===== src/backlight_brightness_ctrl_consts.svh =====
/*
 * Register indices, field positions, reset values and timing figures of the
 * backlight and brightness control register bank.
 * Assumes nothing; included by the register bank and the PWM generator modules.
 */
`ifndef BACKLIGHT_BRIGHTNESS_CTRL_CONSTS_SVH
`define BACKLIGHT_BRIGHTNESS_CTRL_CONSTS_SVH

// register indices; the byte address is four times the index
`define IDX_CTRL_ONE        8'hE9
`define IDX_CTRL_TWO        8'hEA
`define IDX_STATUS          8'hEB

// brightness_control_one fields
`define C1_TARGET_MSB       15
`define C1_TARGET_LSB       8
`define C1_RESERVED_BIT     7
`define C1_GAMMA_BIT        6
`define C1_BACKLIGHT_BIT    5
`define C1_DIMMING_BIT      4
`define C1_BLOCK_BIT        3
`define C1_MODE_MSB         2
`define C1_MODE_LSB         1
`define C1_ENABLE_BIT       0

// brightness_control_two fields
`define C2_BACKLIGHT_PWM_PRESCALE_MSB       15
`define C2_BACKLIGHT_PWM_PRESCALE_LSB       12
`define C2_ITER_PS_MSB      11
`define C2_ITER_PS_LSB      8
`define C2_MIN_MSB          7
`define C2_MIN_LSB          0

// status fields
`define ST_LINE_BIT         8

`define CTRL_ONE_RESET      16'h0000
`define CTRL_TWO_RESET      16'h0000

// iteration period is 2^(ITER_BASE_SHIFT + prescale) clock cycles
`define ITER_BASE_SHIFT     5'h0A
`define ITER_CNT_W          26
`define PWM_PRE_W           16
`define CLK_PERIOD_NS       100

`endif


===== src/backlight_brightness_ctrl_pkg.sv =====
/*
 * Types of the backlight and brightness control register bank.
 * Assumes the constants header sits in the same folder.
 */
`default_nettype none

package backlight_brightness_ctrl_pkg;

    typedef enum logic [1:0] {
        MODE_OFF          = 2'b00,
        MODE_CONSERVATION = 2'b01,
        MODE_NORMAL       = 2'b10,
        MODE_AGGRESSIVE   = 2'b11
    } preservation_mode_e;

    typedef enum logic [1:0] {
        BUS_IDLE    = 2'b00,
        BUS_WRITE   = 2'b01,
        BUS_READ    = 2'b10,
        BUS_READ_OK = 2'b11
    } bus_state_e;

    typedef struct packed {
        logic [7:0]         target_brightness;
        logic               reserved;
        logic               gamma_eighteen_select;
        logic               backlight_on;
        logic               display_dimming;
        logic               brightness_block_on;
        preservation_mode_e preservation_mode;
        logic               adaptive_backlight_enable;
    } ctrl_one_s;

    typedef struct packed {
        logic [3:0] backlight_pwm_prescale;
        logic [3:0] iteration_rate_prescale;
        logic [7:0] minimum_brightness;
    } ctrl_two_s;

endpackage : backlight_brightness_ctrl_pkg

`default_nettype wire


===== src/backlight_brightness_ctrl_regs.sv =====
/*
 * Backlight and brightness control register bank with its AHB-Lite slave,
 * the applied brightness calculation and the backlight PWM output.
 * Assumes a single AHB-Lite master, word transfers, and a pixel clock on
 * clk_i; the interface select pin arrives asynchronously.
 */
// Function
// - upper byte of control one holds the eight-bit target brightness setting.
// - bit 6 of control one selects the gamma eighteen option.
// - backlight enable bit 5 low forces the backlight line fully off.
// - bit 4 switches display dimming on or off.
// - bit 3 switches the brightness control block on or off.
// - mode field bits 2-1: off, conservation, normal, aggressive.
// - bit 0 enables the adaptive backlight feature.
// - adaptive enable counts only while interface select pin is low.
// - control two bits 15-12 set the backlight PWM frequency prescale.
// - control two bits 11-8 set the brightness iteration rate prescale.
// - adaptive brightness goal never drops below the minimum brightness byte.
// - backlight line is a PWM output, its level readable in status.
`timescale 1ns/1ns
`default_nettype none
`include "backlight_brightness_ctrl_consts.svh"

module backlight_brightness_ctrl_regs (
    input  wire logic        clk_i,
    input  wire logic        rst_n_i,
    // AHB-Lite slave
    input  wire logic        hsel_i,
    input  wire logic [31:0] haddr_i,
    input  wire logic [1:0]  htrans_i,
    input  wire logic        hwrite_i,
    input  wire logic [2:0]  hsize_i,
    input  wire logic [31:0] hwdata_i,
    input  wire logic        hready_i,
    output logic      [31:0] hrdata_o,
    output logic             hreadyout_o,
    output logic             hresp_o,
    // interface select pin, asynchronous
    input  wire logic        interface_select_i,
    // block outputs
    output logic             backlight_output_line_o,
    output logic      [7:0]  brightness_level_o,
    output logic             gamma_eighteen_select_o,
    output logic             display_dimming_o,
    output logic             brightness_block_on_o,
    output logic      [1:0]  preservation_mode_o,
    output logic             adaptive_active_o
);

    backlight_brightness_ctrl_pkg::ctrl_one_s  ctrl_one_ff;
    backlight_brightness_ctrl_pkg::ctrl_two_s  ctrl_two_ff;
    backlight_brightness_ctrl_pkg::bus_state_e bus_state_ff;
    backlight_brightness_ctrl_pkg::bus_state_e nxt_bus_state;

    logic [9:0]             addr_ff;
    logic [31:0]            hrdata_ff;
    logic                   hreadyout_ff;
    logic                   sel_meta_ff;
    logic                   sel_sync_ff;
    logic [`ITER_CNT_W-1:0] iter_cnt_ff;
    logic [7:0]             level_ff;
    logic                   adaptive_ff;

    // bus decode
    wire        take;
    wire        hit_one;
    wire        hit_two;
    wire        hit_status;
    wire        wr_one;
    wire        wr_two;
    wire [31:0] rd_mux;
    wire [15:0] wr_one_val;
    wire        line_level;

    // a read waits one cycle so it always sees a write in its data phase
    assign take = hsel_i && htrans_i[1] && hready_i && (bus_state_ff != backlight_brightness_ctrl_pkg::BUS_READ);

    assign hit_one    = (addr_ff == {2'b00, `IDX_CTRL_ONE});
    assign hit_two    = (addr_ff == {2'b00, `IDX_CTRL_TWO});
    assign hit_status = (addr_ff == {2'b00, `IDX_STATUS});
    assign wr_one     = (bus_state_ff == backlight_brightness_ctrl_pkg::BUS_WRITE) && hit_one;
    assign wr_two     = (bus_state_ff == backlight_brightness_ctrl_pkg::BUS_WRITE) && hit_two;

    // reserved bit never stores a one
    assign wr_one_val = hwdata_i[15:0] & ~(16'h0001 << `C1_RESERVED_BIT);

    // unmapped addresses read zero, bits above 15 read zero
    assign rd_mux = hit_one    ? {16'h0000, ctrl_one_ff} :
                    hit_two    ? {16'h0000, ctrl_two_ff} :
                    hit_status ? {23'h000000, line_level, level_ff} :
                    32'h00000000;

    always_comb begin
        nxt_bus_state = bus_state_ff;
        case (bus_state_ff)
            backlight_brightness_ctrl_pkg::BUS_READ: begin
                nxt_bus_state = backlight_brightness_ctrl_pkg::BUS_READ_OK;
            end
            backlight_brightness_ctrl_pkg::BUS_IDLE,
            backlight_brightness_ctrl_pkg::BUS_WRITE,
            backlight_brightness_ctrl_pkg::BUS_READ_OK: begin
                if (take && hwrite_i) begin
                    nxt_bus_state = backlight_brightness_ctrl_pkg::BUS_WRITE;
                end else if (take) begin
                    nxt_bus_state = backlight_brightness_ctrl_pkg::BUS_READ;
                end else begin
                    nxt_bus_state = backlight_brightness_ctrl_pkg::BUS_IDLE;
                end
            end
            default: begin
                nxt_bus_state = backlight_brightness_ctrl_pkg::BUS_IDLE;
            end
        endcase
    end

    always_ff @(posedge clk_i) begin
        if (!rst_n_i) begin
            bus_state_ff <= backlight_brightness_ctrl_pkg::BUS_IDLE;
            addr_ff      <= 10'h000;
            hreadyout_ff <= 1'b1;
            hrdata_ff    <= 32'h00000000;
        end else begin
            bus_state_ff <= nxt_bus_state;
            addr_ff      <= take ? haddr_i[11:2] : addr_ff;
            hreadyout_ff <= !(take && !hwrite_i);
            hrdata_ff    <= (bus_state_ff == backlight_brightness_ctrl_pkg::BUS_READ) ? rd_mux : hrdata_ff;
        end
    end

    // register file
    always_ff @(posedge clk_i) begin
        if (!rst_n_i) begin
            ctrl_one_ff <= `CTRL_ONE_RESET;
            ctrl_two_ff <= `CTRL_TWO_RESET;
        end else begin
            if (wr_one) begin
                ctrl_one_ff <= wr_one_val;
            end
            if (wr_two) begin
                ctrl_two_ff <= hwdata_i[15:0];
            end
        end
    end

    // interface select pin synchroniser
    always_ff @(posedge clk_i) begin
        if (!rst_n_i) begin
            sel_meta_ff <= 1'b0;
            sel_sync_ff <= 1'b0;
        end else begin
            sel_meta_ff <= interface_select_i;
            sel_sync_ff <= sel_meta_ff;
        end
    end

    // brightness calculation
    wire [`ITER_CNT_W-1:0] iter_limit;
    wire                   iter_tick;
    wire                   adaptive_on;
    wire [7:0]             target;
    wire [7:0]             floor_level;
    wire [7:0]             reduced;
    wire [7:0]             clamped;
    wire [7:0]             goal;
    wire [7:0]             stepped;

    // one calculation per 2^(base + prescale) pixel clocks
    assign iter_limit = (`ITER_CNT_W'(1) << (`ITER_BASE_SHIFT + {1'b0, ctrl_two_ff.iteration_rate_prescale}))
                        - `ITER_CNT_W'(1);
    assign iter_tick  = (iter_cnt_ff >= iter_limit);

    assign adaptive_on = ctrl_one_ff.adaptive_backlight_enable && !sel_sync_ff;

    assign target      = ctrl_one_ff.target_brightness;
    assign floor_level = ctrl_two_ff.minimum_brightness;

    // preservation mode trims the target, harder for moving images
    assign reduced =
        (ctrl_one_ff.preservation_mode == backlight_brightness_ctrl_pkg::MODE_CONSERVATION) ? target - (target >> 3) :
        (ctrl_one_ff.preservation_mode == backlight_brightness_ctrl_pkg::MODE_NORMAL)       ? target - (target >> 2) :
        (ctrl_one_ff.preservation_mode == backlight_brightness_ctrl_pkg::MODE_AGGRESSIVE)   ? target - (target >> 1) :
        target;

    assign clamped = (reduced < floor_level) ? floor_level : reduced;
    assign goal    = adaptive_on ? clamped : target;

    // dimming walks one code per iteration instead of jumping
    assign stepped = (level_ff < goal) ? level_ff + 8'h01 :
                     (level_ff > goal) ? level_ff - 8'h01 :
                     level_ff;

    always_ff @(posedge clk_i) begin
        if (!rst_n_i) begin
            iter_cnt_ff <= '0;
            level_ff    <= 8'h00;
            adaptive_ff <= 1'b0;
        end else begin
            iter_cnt_ff <= iter_tick ? '0 : iter_cnt_ff + `ITER_CNT_W'(1);
            adaptive_ff <= adaptive_on && ctrl_one_ff.brightness_block_on;
            if (!ctrl_one_ff.brightness_block_on) begin
                level_ff <= target;
            end else if (iter_tick) begin
                level_ff <= ctrl_one_ff.display_dimming ? stepped : goal;
            end
        end
    end

    // a floor raised mid-ramp could leave the level below it for a while;
    // the gap is closed by the next iteration, or one code per iteration while dimming is on, which is accepted
    backlight_pwm_gen u_pwm (
        .clk_i      (clk_i),
        .rst_n_i    (rst_n_i),
        .enable_i   (ctrl_one_ff.backlight_on),
        .prescale_i (ctrl_two_ff.backlight_pwm_prescale),
        .duty_i     (level_ff),
        .pwm_o      (line_level)
    );

    assign hrdata_o                = hrdata_ff;
    assign hreadyout_o             = hreadyout_ff;
    assign hresp_o                 = 1'b0;
    assign backlight_output_line_o = line_level;
    assign brightness_level_o      = level_ff;
    assign gamma_eighteen_select_o = ctrl_one_ff.gamma_eighteen_select;
    assign display_dimming_o       = ctrl_one_ff.display_dimming;
    assign brightness_block_on_o   = ctrl_one_ff.brightness_block_on;
    assign preservation_mode_o     = ctrl_one_ff.preservation_mode;
    assign adaptive_active_o       = adaptive_ff;

endmodule : backlight_brightness_ctrl_regs

`default_nettype wire


===== src/backlight_pwm_gen.sv =====
/*
 * Pulse width modulator for the backlight output line.
 * Assumes prescale and duty come from logic on the same clock.
 */
`timescale 1ns/1ns
`default_nettype none
`include "backlight_brightness_ctrl_consts.svh"

module backlight_pwm_gen (
    input  wire logic       clk_i,
    input  wire logic       rst_n_i,
    input  wire logic       enable_i,
    input  wire logic [3:0] prescale_i,
    input  wire logic [7:0] duty_i,
    output logic            pwm_o
);

    logic [`PWM_PRE_W-1:0] pre_cnt_ff;
    logic [7:0]            phase_ff;
    logic                  pwm_ff;
    wire  [`PWM_PRE_W-1:0] pre_limit;
    wire                   step;
    wire                   nxt_pwm;

    // one phase step every 2^prescale cycles, 256 steps per period
    assign pre_limit = (`PWM_PRE_W'(1) << prescale_i) - `PWM_PRE_W'(1);
    assign step      = (pre_cnt_ff >= pre_limit);
    // held low for good while disabled: the external supply sees no pulse
    assign nxt_pwm   = enable_i && (phase_ff < duty_i);

    always_ff @(posedge clk_i) begin
        if (!rst_n_i) begin
            pre_cnt_ff <= '0;
            phase_ff   <= 8'h00;
            pwm_ff     <= 1'b0;
        end else begin
            pre_cnt_ff <= step ? '0 : pre_cnt_ff + `PWM_PRE_W'(1);
            phase_ff   <= step ? phase_ff + 8'h01 : phase_ff;
            pwm_ff     <= nxt_pwm;
        end
    end

    assign pwm_o = pwm_ff;

endmodule : backlight_pwm_gen

`default_nettype wire

===== config.mk =====
export PLATFORM = sky130hd
export DESIGN_NAME = backlight_brightness_ctrl_regs
export DESIGN_NICKNAME = d
export VERILOG_FILES = /design/src/backlight_brightness_ctrl_pkg.sv /design/src/backlight_brightness_ctrl_regs.sv /design/src/backlight_pwm_gen.sv
export VERILOG_INCLUDE_DIRS = /design/src
export SDC_FILE = /design/constraint.sdc
export NUM_CORES = 1
export LEC_CHECK = 0
export BUFFER_PORTS_ARGS = -buffer_cell sky130_fd_sc_hd__buf_2
export CORE_MARGIN = 5
export CORE_UTILIZATION = 25
export CTS_CLUSTER_SIZE = 28
export DETAILED_ROUTE_END_ITERATION = 10
export GPL_ROUTABILITY_DRIVEN = 0
export SETUP_SLACK_MARGIN = 0.05
export SLEW_MARGIN = 5
export SYNTH_ARGS = -nofsm -noshare
export SYNTH_HDL_FRONTEND = slang
export SYNTH_SLANG_ARGS = --single-unit

===== constraint.sdc =====
create_clock -name clk_i -period 7.33 [get_ports clk_i]
set_clock_uncertainty 0.2 [all_clocks]
set_input_delay 0.3665 -clock clk_i [delete_from_list [all_inputs] [get_ports clk_i]]
set_output_delay 0.3665 -clock clk_i [all_outputs]
set_load 0.01 [all_outputs]

== Yosys cells after proc, flatten, opt, wreduce, memory -nomap -nowiden ==
Cells that the tools add are included.

* Register bits: 138
* Memories kept: 0
* Bits in latches: 0
* ROM bits: 0
* RAM bits: 0
* Word-level logic and storage cells: 88

* Reductions and logical operators: 18
* $add $sub $neg: 11
* Multiplexer cells: 16
* Multiply operators: 0
* Eq/ne operators: 12
* Shifts and indexed selects: 2
* Divide/modulo/power cells: 0
* Order comparisons: 6
* Bitwise gates (word level): 1

{| class="wikitable"
|+ Operators by type and width
! operator !! number
|-
| $mux W8 || 10
|-
| $mux W16 || 2
|-
| $eq A10 B8 Y1 const B || 3
|-
| $add A26 B1 Y26 const B || 1
|-
| $ge A26 B26 Y1 || 1
|-
| $shl A1 B5 Y26 const A || 1
|-
| $sub A26 B2 Y26 const B || 1
|-
| $lt A8 B8 Y1 || 3
|-
| $add A16 B1 Y16 const B || 1
|-
| $add A8 B1 Y8 const B || 2
|-
| $ge A16 B16 Y1 || 1
|-
| $shl A1 B4 Y16 const A || 1
|-
| $sub A16 B2 Y16 const B || 1
|-
| $logic_and A1 B1 Y1 || 10
|-
| $mux W9 || 1
|-
| $eq A2 B2 Y1 const B || 4
|-
| $gt A8 B8 Y1 || 1
|-
| $sub A8 B1 Y8 const B || 1
|-
| $sub A8 B5 Y8 || 1
|-
| $sub A8 B6 Y8 || 1
|-
| $sub A8 B7 Y8 || 1
|-
| $add A4 B4 Y5 const A || 1
|-
| $eq A2 B1 Y1 const B || 2
|-
| $mux W2 || 2
|-
| 10 further kinds || 13
|}

== Logic depth before layout (Yosys ltp) ==
* Word-level depth: 13
* Mapped depth: 32

== Cells and area by module ==
A second synthesis with hierarchy kept.

* Cells, all modules: 1145
* Area total of the unflattened synthesis: 8943.6 sq um

{| class="wikitable"
|+ By module, submodules not included
! module !! times used !! cells an instance !! seq. area each (sq um) !! area an instance (sq um)
|-
| backlight_brightness_ctrl_regs || 1 || 927 || 1941.9 || 7141.8
|-
| backlight_pwm_gen || 1 || 218 || 500.5 || 1801.7
|}

== Least setup slack after synthesis ==
Ideal clock, no wire load.

* Kind: register to register
* Start point: reg ctrl_one_ff, in the netlist target[4]
* End point: reg level_ff[6], in the netlist brightness_level_o[6]
* Setup slack: 679 ps
* Period minus slack after synthesis: 6651 ps
* Buffers on the path: 1
* Required time: 7006 ps
* Cell stages (with the launch flop): 30
* Setup time: 124 ps
* Data arrival time: 6327 ps
* Cell sequence: dfxtp_1 inv_1 ha_1 nor2b_1 o21a_1 o211a_1 o21a_1 o21a_1 a311o_1 ha_1 and4_1 o211ai_1 a31oi_2 a2111oi_4 buf_6 mux2_2 a21oi_1 ha_1 a21oi_1 o21ai_0 a21o_1 fa_1 a21o_1 a21o_1 a21o_1 a21oi_1 xor2_1 a21oi_1 a211oi_1 o31ai_1

* Cells in the longest elaborated chain, start to end: 12
* Elaborated cells on any way between the ends: 17

{| class="wikitable"
|+ RTL lines
! what !! line !! RTL
|-
| start, declared || backlight_brightness_ctrl_regs.sv:50 || <nowiki>backlight_brightness_ctrl_pkg::ctrl_one_s ctrl_one_ff;</nowiki>
|-
| start signal, assigned || backlight_brightness_ctrl_regs.sv:133 || <nowiki>ctrl_one_ff <= `CTRL_ONE_RESET;</nowiki>
|-
| start signal, assigned || backlight_brightness_ctrl_regs.sv:137 || <nowiki>ctrl_one_ff <= wr_one_val;</nowiki>
|-
| $sub A8 B7 Y8 || backlight_brightness_ctrl_regs.sv:181 || <nowiki>(ctrl_one_ff.preservation_mode == backlight_brightness_ctrl_pkg::MODE_AGGRESSIVE) ? target - (target >> 1) :</nowiki>
|-
| $mux W8 || backlight_brightness_ctrl_regs.sv:181 ||
|-
| $mux W8 || backlight_brightness_ctrl_regs.sv:180 || <nowiki>(ctrl_one_ff.preservation_mode == backlight_brightness_ctrl_pkg::MODE_NORMAL) ? target - (target >> 2) :</nowiki>
|-
| $mux W8 || backlight_brightness_ctrl_regs.sv:179 || <nowiki>(ctrl_one_ff.preservation_mode == backlight_brightness_ctrl_pkg::MODE_CONSERVATION) ? target - (target >> 3) :</nowiki>
|-
| $lt A8 B8 Y1 || backlight_brightness_ctrl_regs.sv:184 || <nowiki>assign clamped = (reduced < floor_level) ? floor_level : reduced;</nowiki>
|-
| $mux W8 || backlight_brightness_ctrl_regs.sv:184 ||
|-
| $mux W8 * || backlight_brightness_ctrl_regs.sv:185 || <nowiki>assign goal = adaptive_on ? clamped : target;</nowiki>
|-
| $lt A8 B8 Y1 || backlight_brightness_ctrl_regs.sv:188 || <nowiki>assign stepped = (level_ff < goal) ? level_ff + 8'h01 :</nowiki>
|-
| $mux W8 || backlight_brightness_ctrl_regs.sv:188 ||
|-
| $mux W8 || backlight_brightness_ctrl_regs.sv:203 || <nowiki>level_ff <= ctrl_one_ff.display_dimming ? stepped : goal;</nowiki>
|-
| $mux W8 || backlight_brightness_ctrl_regs.sv:202 || <nowiki>end else if (iter_tick) begin</nowiki>
|-
| $mux W8 || backlight_brightness_ctrl_regs.sv:200 || <nowiki>if (!ctrl_one_ff.brightness_block_on) begin</nowiki>
|-
| end signal, assigned || backlight_brightness_ctrl_regs.sv:201 || <nowiki>level_ff <= target;</nowiki>
|-
| end signal, assigned || backlight_brightness_ctrl_regs.sv:203 ||
|-
| end, declared || backlight_brightness_ctrl_regs.sv:61 || <nowiki>logic [7:0] level_ff;</nowiki>
|}

Mark *: on every way between the ends. The rest lies on a longest branch, timed or not. The select of a mux whose other input is x is not followed.
A chain may end at the register's enable or synchronous reset.

== Worst setup path after layout ==
* Start point: reg ctrl_one_ff, in the netlist target[5]
* End point: reg level_ff[6], in the netlist brightness_level_o[6]

Same word-level chain as after synthesis.

==> flow_summary.ini <==
[worst_setup_path]
critPathCaptureType = flip-flop
criticalPathCategory = reg2reg
critical_path_required_ps = 7440
max_stage_delay_ps = 420
ff2ff_setup_slack_ps = 490
cp_num_buf_inv = 3
critical-path-top-delay-family = compound AO/OA/AOI/OAI gates
slowest_stage = fa_1
start_kind = flip-flop
cp.arrival_ps = 6940
crit_fanout = 7

[placement]
dp_cells = 1606
hpwl_um = 18100
post-place-ws_ps = 217
portBuffers = 64

[synthesis]
ys_seq_elements = 122
synth_area_per_cell_um2 = 7.88
synth-main-ff-cell = dfxtp_1
yosysTopAreaCell = dfxtp_1
yosys_warnings = 0
syn_area_um2 = 8850
synth_top_area_share = 0.276
syn_inst = 1123
ys_types = 67
ys_top_cells_by_area = dfxtp_1, ha_1, nand2_1, a21boi_0, nor2_1
ys_seq_area_frac = 0.276
async_flop_share = 0
synth_edf_count = 0

[sta]
hold_slack_ps = 3.93
min_period_over_period = 0.933
final.min_clock_period_ps = 6840
finalSetupViolations = 0
fmax_mhz = 146
slew_viol_final = 0
tightest_slew_ps = 1020
slew_headroom = 0.317
timing.setup.tns_ps = 0
rsz0062_at_grt = no
worst_slack_ps = 493
hold_viol = 0

[floorplanning]
core_area_um2 = 35300
die_y_um = 198
die_w_um = 198
ios = 124
dieArea_um2 = 39300
rows = 69
initial_core_util = 0.251

[routing]
dr.pass1.iters = 5
ant_nets = 0
routedWlPerCell_um = 14.6
drc = 0
viasPerCell = 4.86
postRouteWirelength_um = 24100
vias = 8057
drtIter0Drc = 462

[clock_tree]
cts.sinks = 122
cts_buffers = 17
h-tree-depth = 4
cts_tree = done
clockBufferDepth = 2
clock_latency_ps = 430
clock_tree.root_cell = clkbuf_16
clk_pin_slew_ps = 60

[grt]
grt_usage = 0.121
grt_pass1_vias = 7454
antenna_found_initial = 3
grt_max_degree = 82
grt_pass1_wl_um = 38700
gr-total-overflow = 0

[layout]
fill_cells = 3743
multi_input_area_um2 = 5930
fin_cells = 1659
final_nets = 1359
seq_area_um2 = 2440
syn_to_final_growth_pct = 16.8
drive_gt1_frac = 0.118

[power]
power_density_nw_per_um2 = 153
totalPowerFinal_mw = 1.58
leakage_nw = 4.02
ir_drop_v = 0.000157

[min_path]
hold_class = in2reg

[job]
maxCapViolCount = 0

[status]
status = completed
==> path summary, 6_finish.rpt <==
path / startpoint / endpoint / cells past startpoint
setup reg to reg: target[5]$_SDFFE_PN0P_ / brightness_level_o[6]$_SDFFE_PN0P_ / 29
hold / removal: hwdata_i[11] / target[3]$_SDFFE_PN0P_ / 3
setup / recovery: target[5]$_SDFFE_PN0P_ / brightness_level_o[6]$_SDFFE_PN0P_ / 29
hold reg to reg: sel_meta_ff$_SDFF_PN0_ / sel_sync_ff$_SDFF_PN0_ / 1
==> worst reg2reg max path: cells and delay by family, from the launching register on <==
kind | cells | cell delay, ps
buffers and inverters | 3 | 540
multiplexers | 1 | 330
flip-flops | 1 | 300
adder cells (fa/ha/maj) | 4 | 1320
AO/OA/AOI/OAI | 16 | 2930
XOR/XNOR | 1 | 190
AND/OR/NAND/NOR | 4 | 930
==> sequential cells by signal, indices dropped and copies added (netlist names), 10 cells and up <==
| signal | count |
|---|---|
| hrdata_o | 16 |
| iter_cnt_ff | 26 |
| u_pwm.pre_cnt_ff | 16 |
| addr_ff | 10 |
==> layout by cell type, fill, tap and decap left out, drive strengths merged, types with 11 or more instances in the layout <==
| cell type | Yosys | layout |
|---|---|---|
| a21oi | 56 | 56 |
| clkbuf | 51 | 17 |
| dfxtp | 122 | 122 |
| nand3 | 33 | 33 |
| nor2 | 90 | 90 |
| and3 | 15 | 15 |
| nor3 | 11 | 11 |
| dlygate4sd3 | 0 | 16 |
| or3 | 15 | 15 |
| o21a | 13 | 13 |
| a21boi | 50 | 50 |
| xnor2 | 19 | 19 |
| inv | 46 | 48 |
| nand4 | 18 | 18 |
| nand2 | 172 | 172 |
| o21ai | 65 | 65 |
| buf | 23 | 84 |
| conb | 2 | 18 |
| a21o | 18 | 18 |
| xor2 | 31 | 31 |
| and2 | 14 | 14 |
| nor2b | 16 | 16 |
| nand2b | 14 | 14 |
| ha | 96 | 96 |
| a22oi | 12 | 12 |
==> synthesized netlist by cell type, types with 13 or more instances <==
library cell and instances:
inv_1 46, xnor2_1 19, nor2b_1 16, buf_4 19
clkbuf_1 51, and3_1 15, and2_1 14, a21o_1 18
a21boi_0 50, o21a_1 13, ha_1 96, nand2b_1 14
nand2_1 172, xor2_1 31, nor2_1 89, dfxtp_1 122
a21oi_1 56, o21ai_0 64, or3_1 15, nand3_1 33
nand4_1 18
==> routing by layer <==
layer	up-vias	global-route usage	wire (um)
met5	-	0	21
met4	4	0.0314	434
met3	37	0.0328	1420
met2	178	0.192	10700
met1	3785	0.165	11600
li1	4053	-	-
==> report_power, final <==
group | internal [mW] | switching, mW | total, mW
Clock | 0.499 | 0.333 | 0.832
Combinational | 0.0320 | 0.0373 | 0.0694
Sequential | 0.671 | 0.0100 | 0.681
==> final cells by class <==
| cell class | instances | share of cell area |
|---|---|---|
| tap | 461 | 0.0558 |
| sequential | 122 | 0.236 |
| antenna | 2 | 0.000484 |
| clock inverter | 14 | 0.0144 |
| inverter | 46 | 0.0167 |
| multi-input combinational | 897 | 0.574 |
| clock buffer | 17 | 0.0411 |
| timing repair buffer | 100 | 0.0610 |
==> repair_timing <==
| action | in CTS | in global routing |
|---|---|---|
| hold buffers | 16 | 0 |
| setup endpoints to repair | 0 | 4 |
| resized for setup | 0 | 4 |
| hold endpoints to repair | 20 | 0 |
| buffers inserted | 0 | 4 |
==> metrics by stage <==
stage,util,instance area [um^2]
floorplan,-,8910
global placement,0.271,9570
detailed placement,0.271,9570
CTS,0.292,10300
global route,0.293,10300
finish,0.293,10300
==> logic make-up (layout without fill, tap and decap cells) <==
| family | count (synthesis) | count (layout) | synth area share |
|---|---|---|---|
| xor gates and xnor gates | 50 | 50 | 0.0495 |
| adders and majority gates | 100 | 100 | 0.145 |
| other | 2 | 20 | 0.000848 |
| and+or+nand+nor | 434 | 434 | 0.233 |
| AOI/OAI and AO/OA | 275 | 275 | 0.207 |
| muxes | 20 | 20 | 0.0281 |
| DFF | 122 | 122 | 0.276 |
| buffers and inverters | 120 | 177 | 0.0609 |
Power figures use the tool's default switching activity.
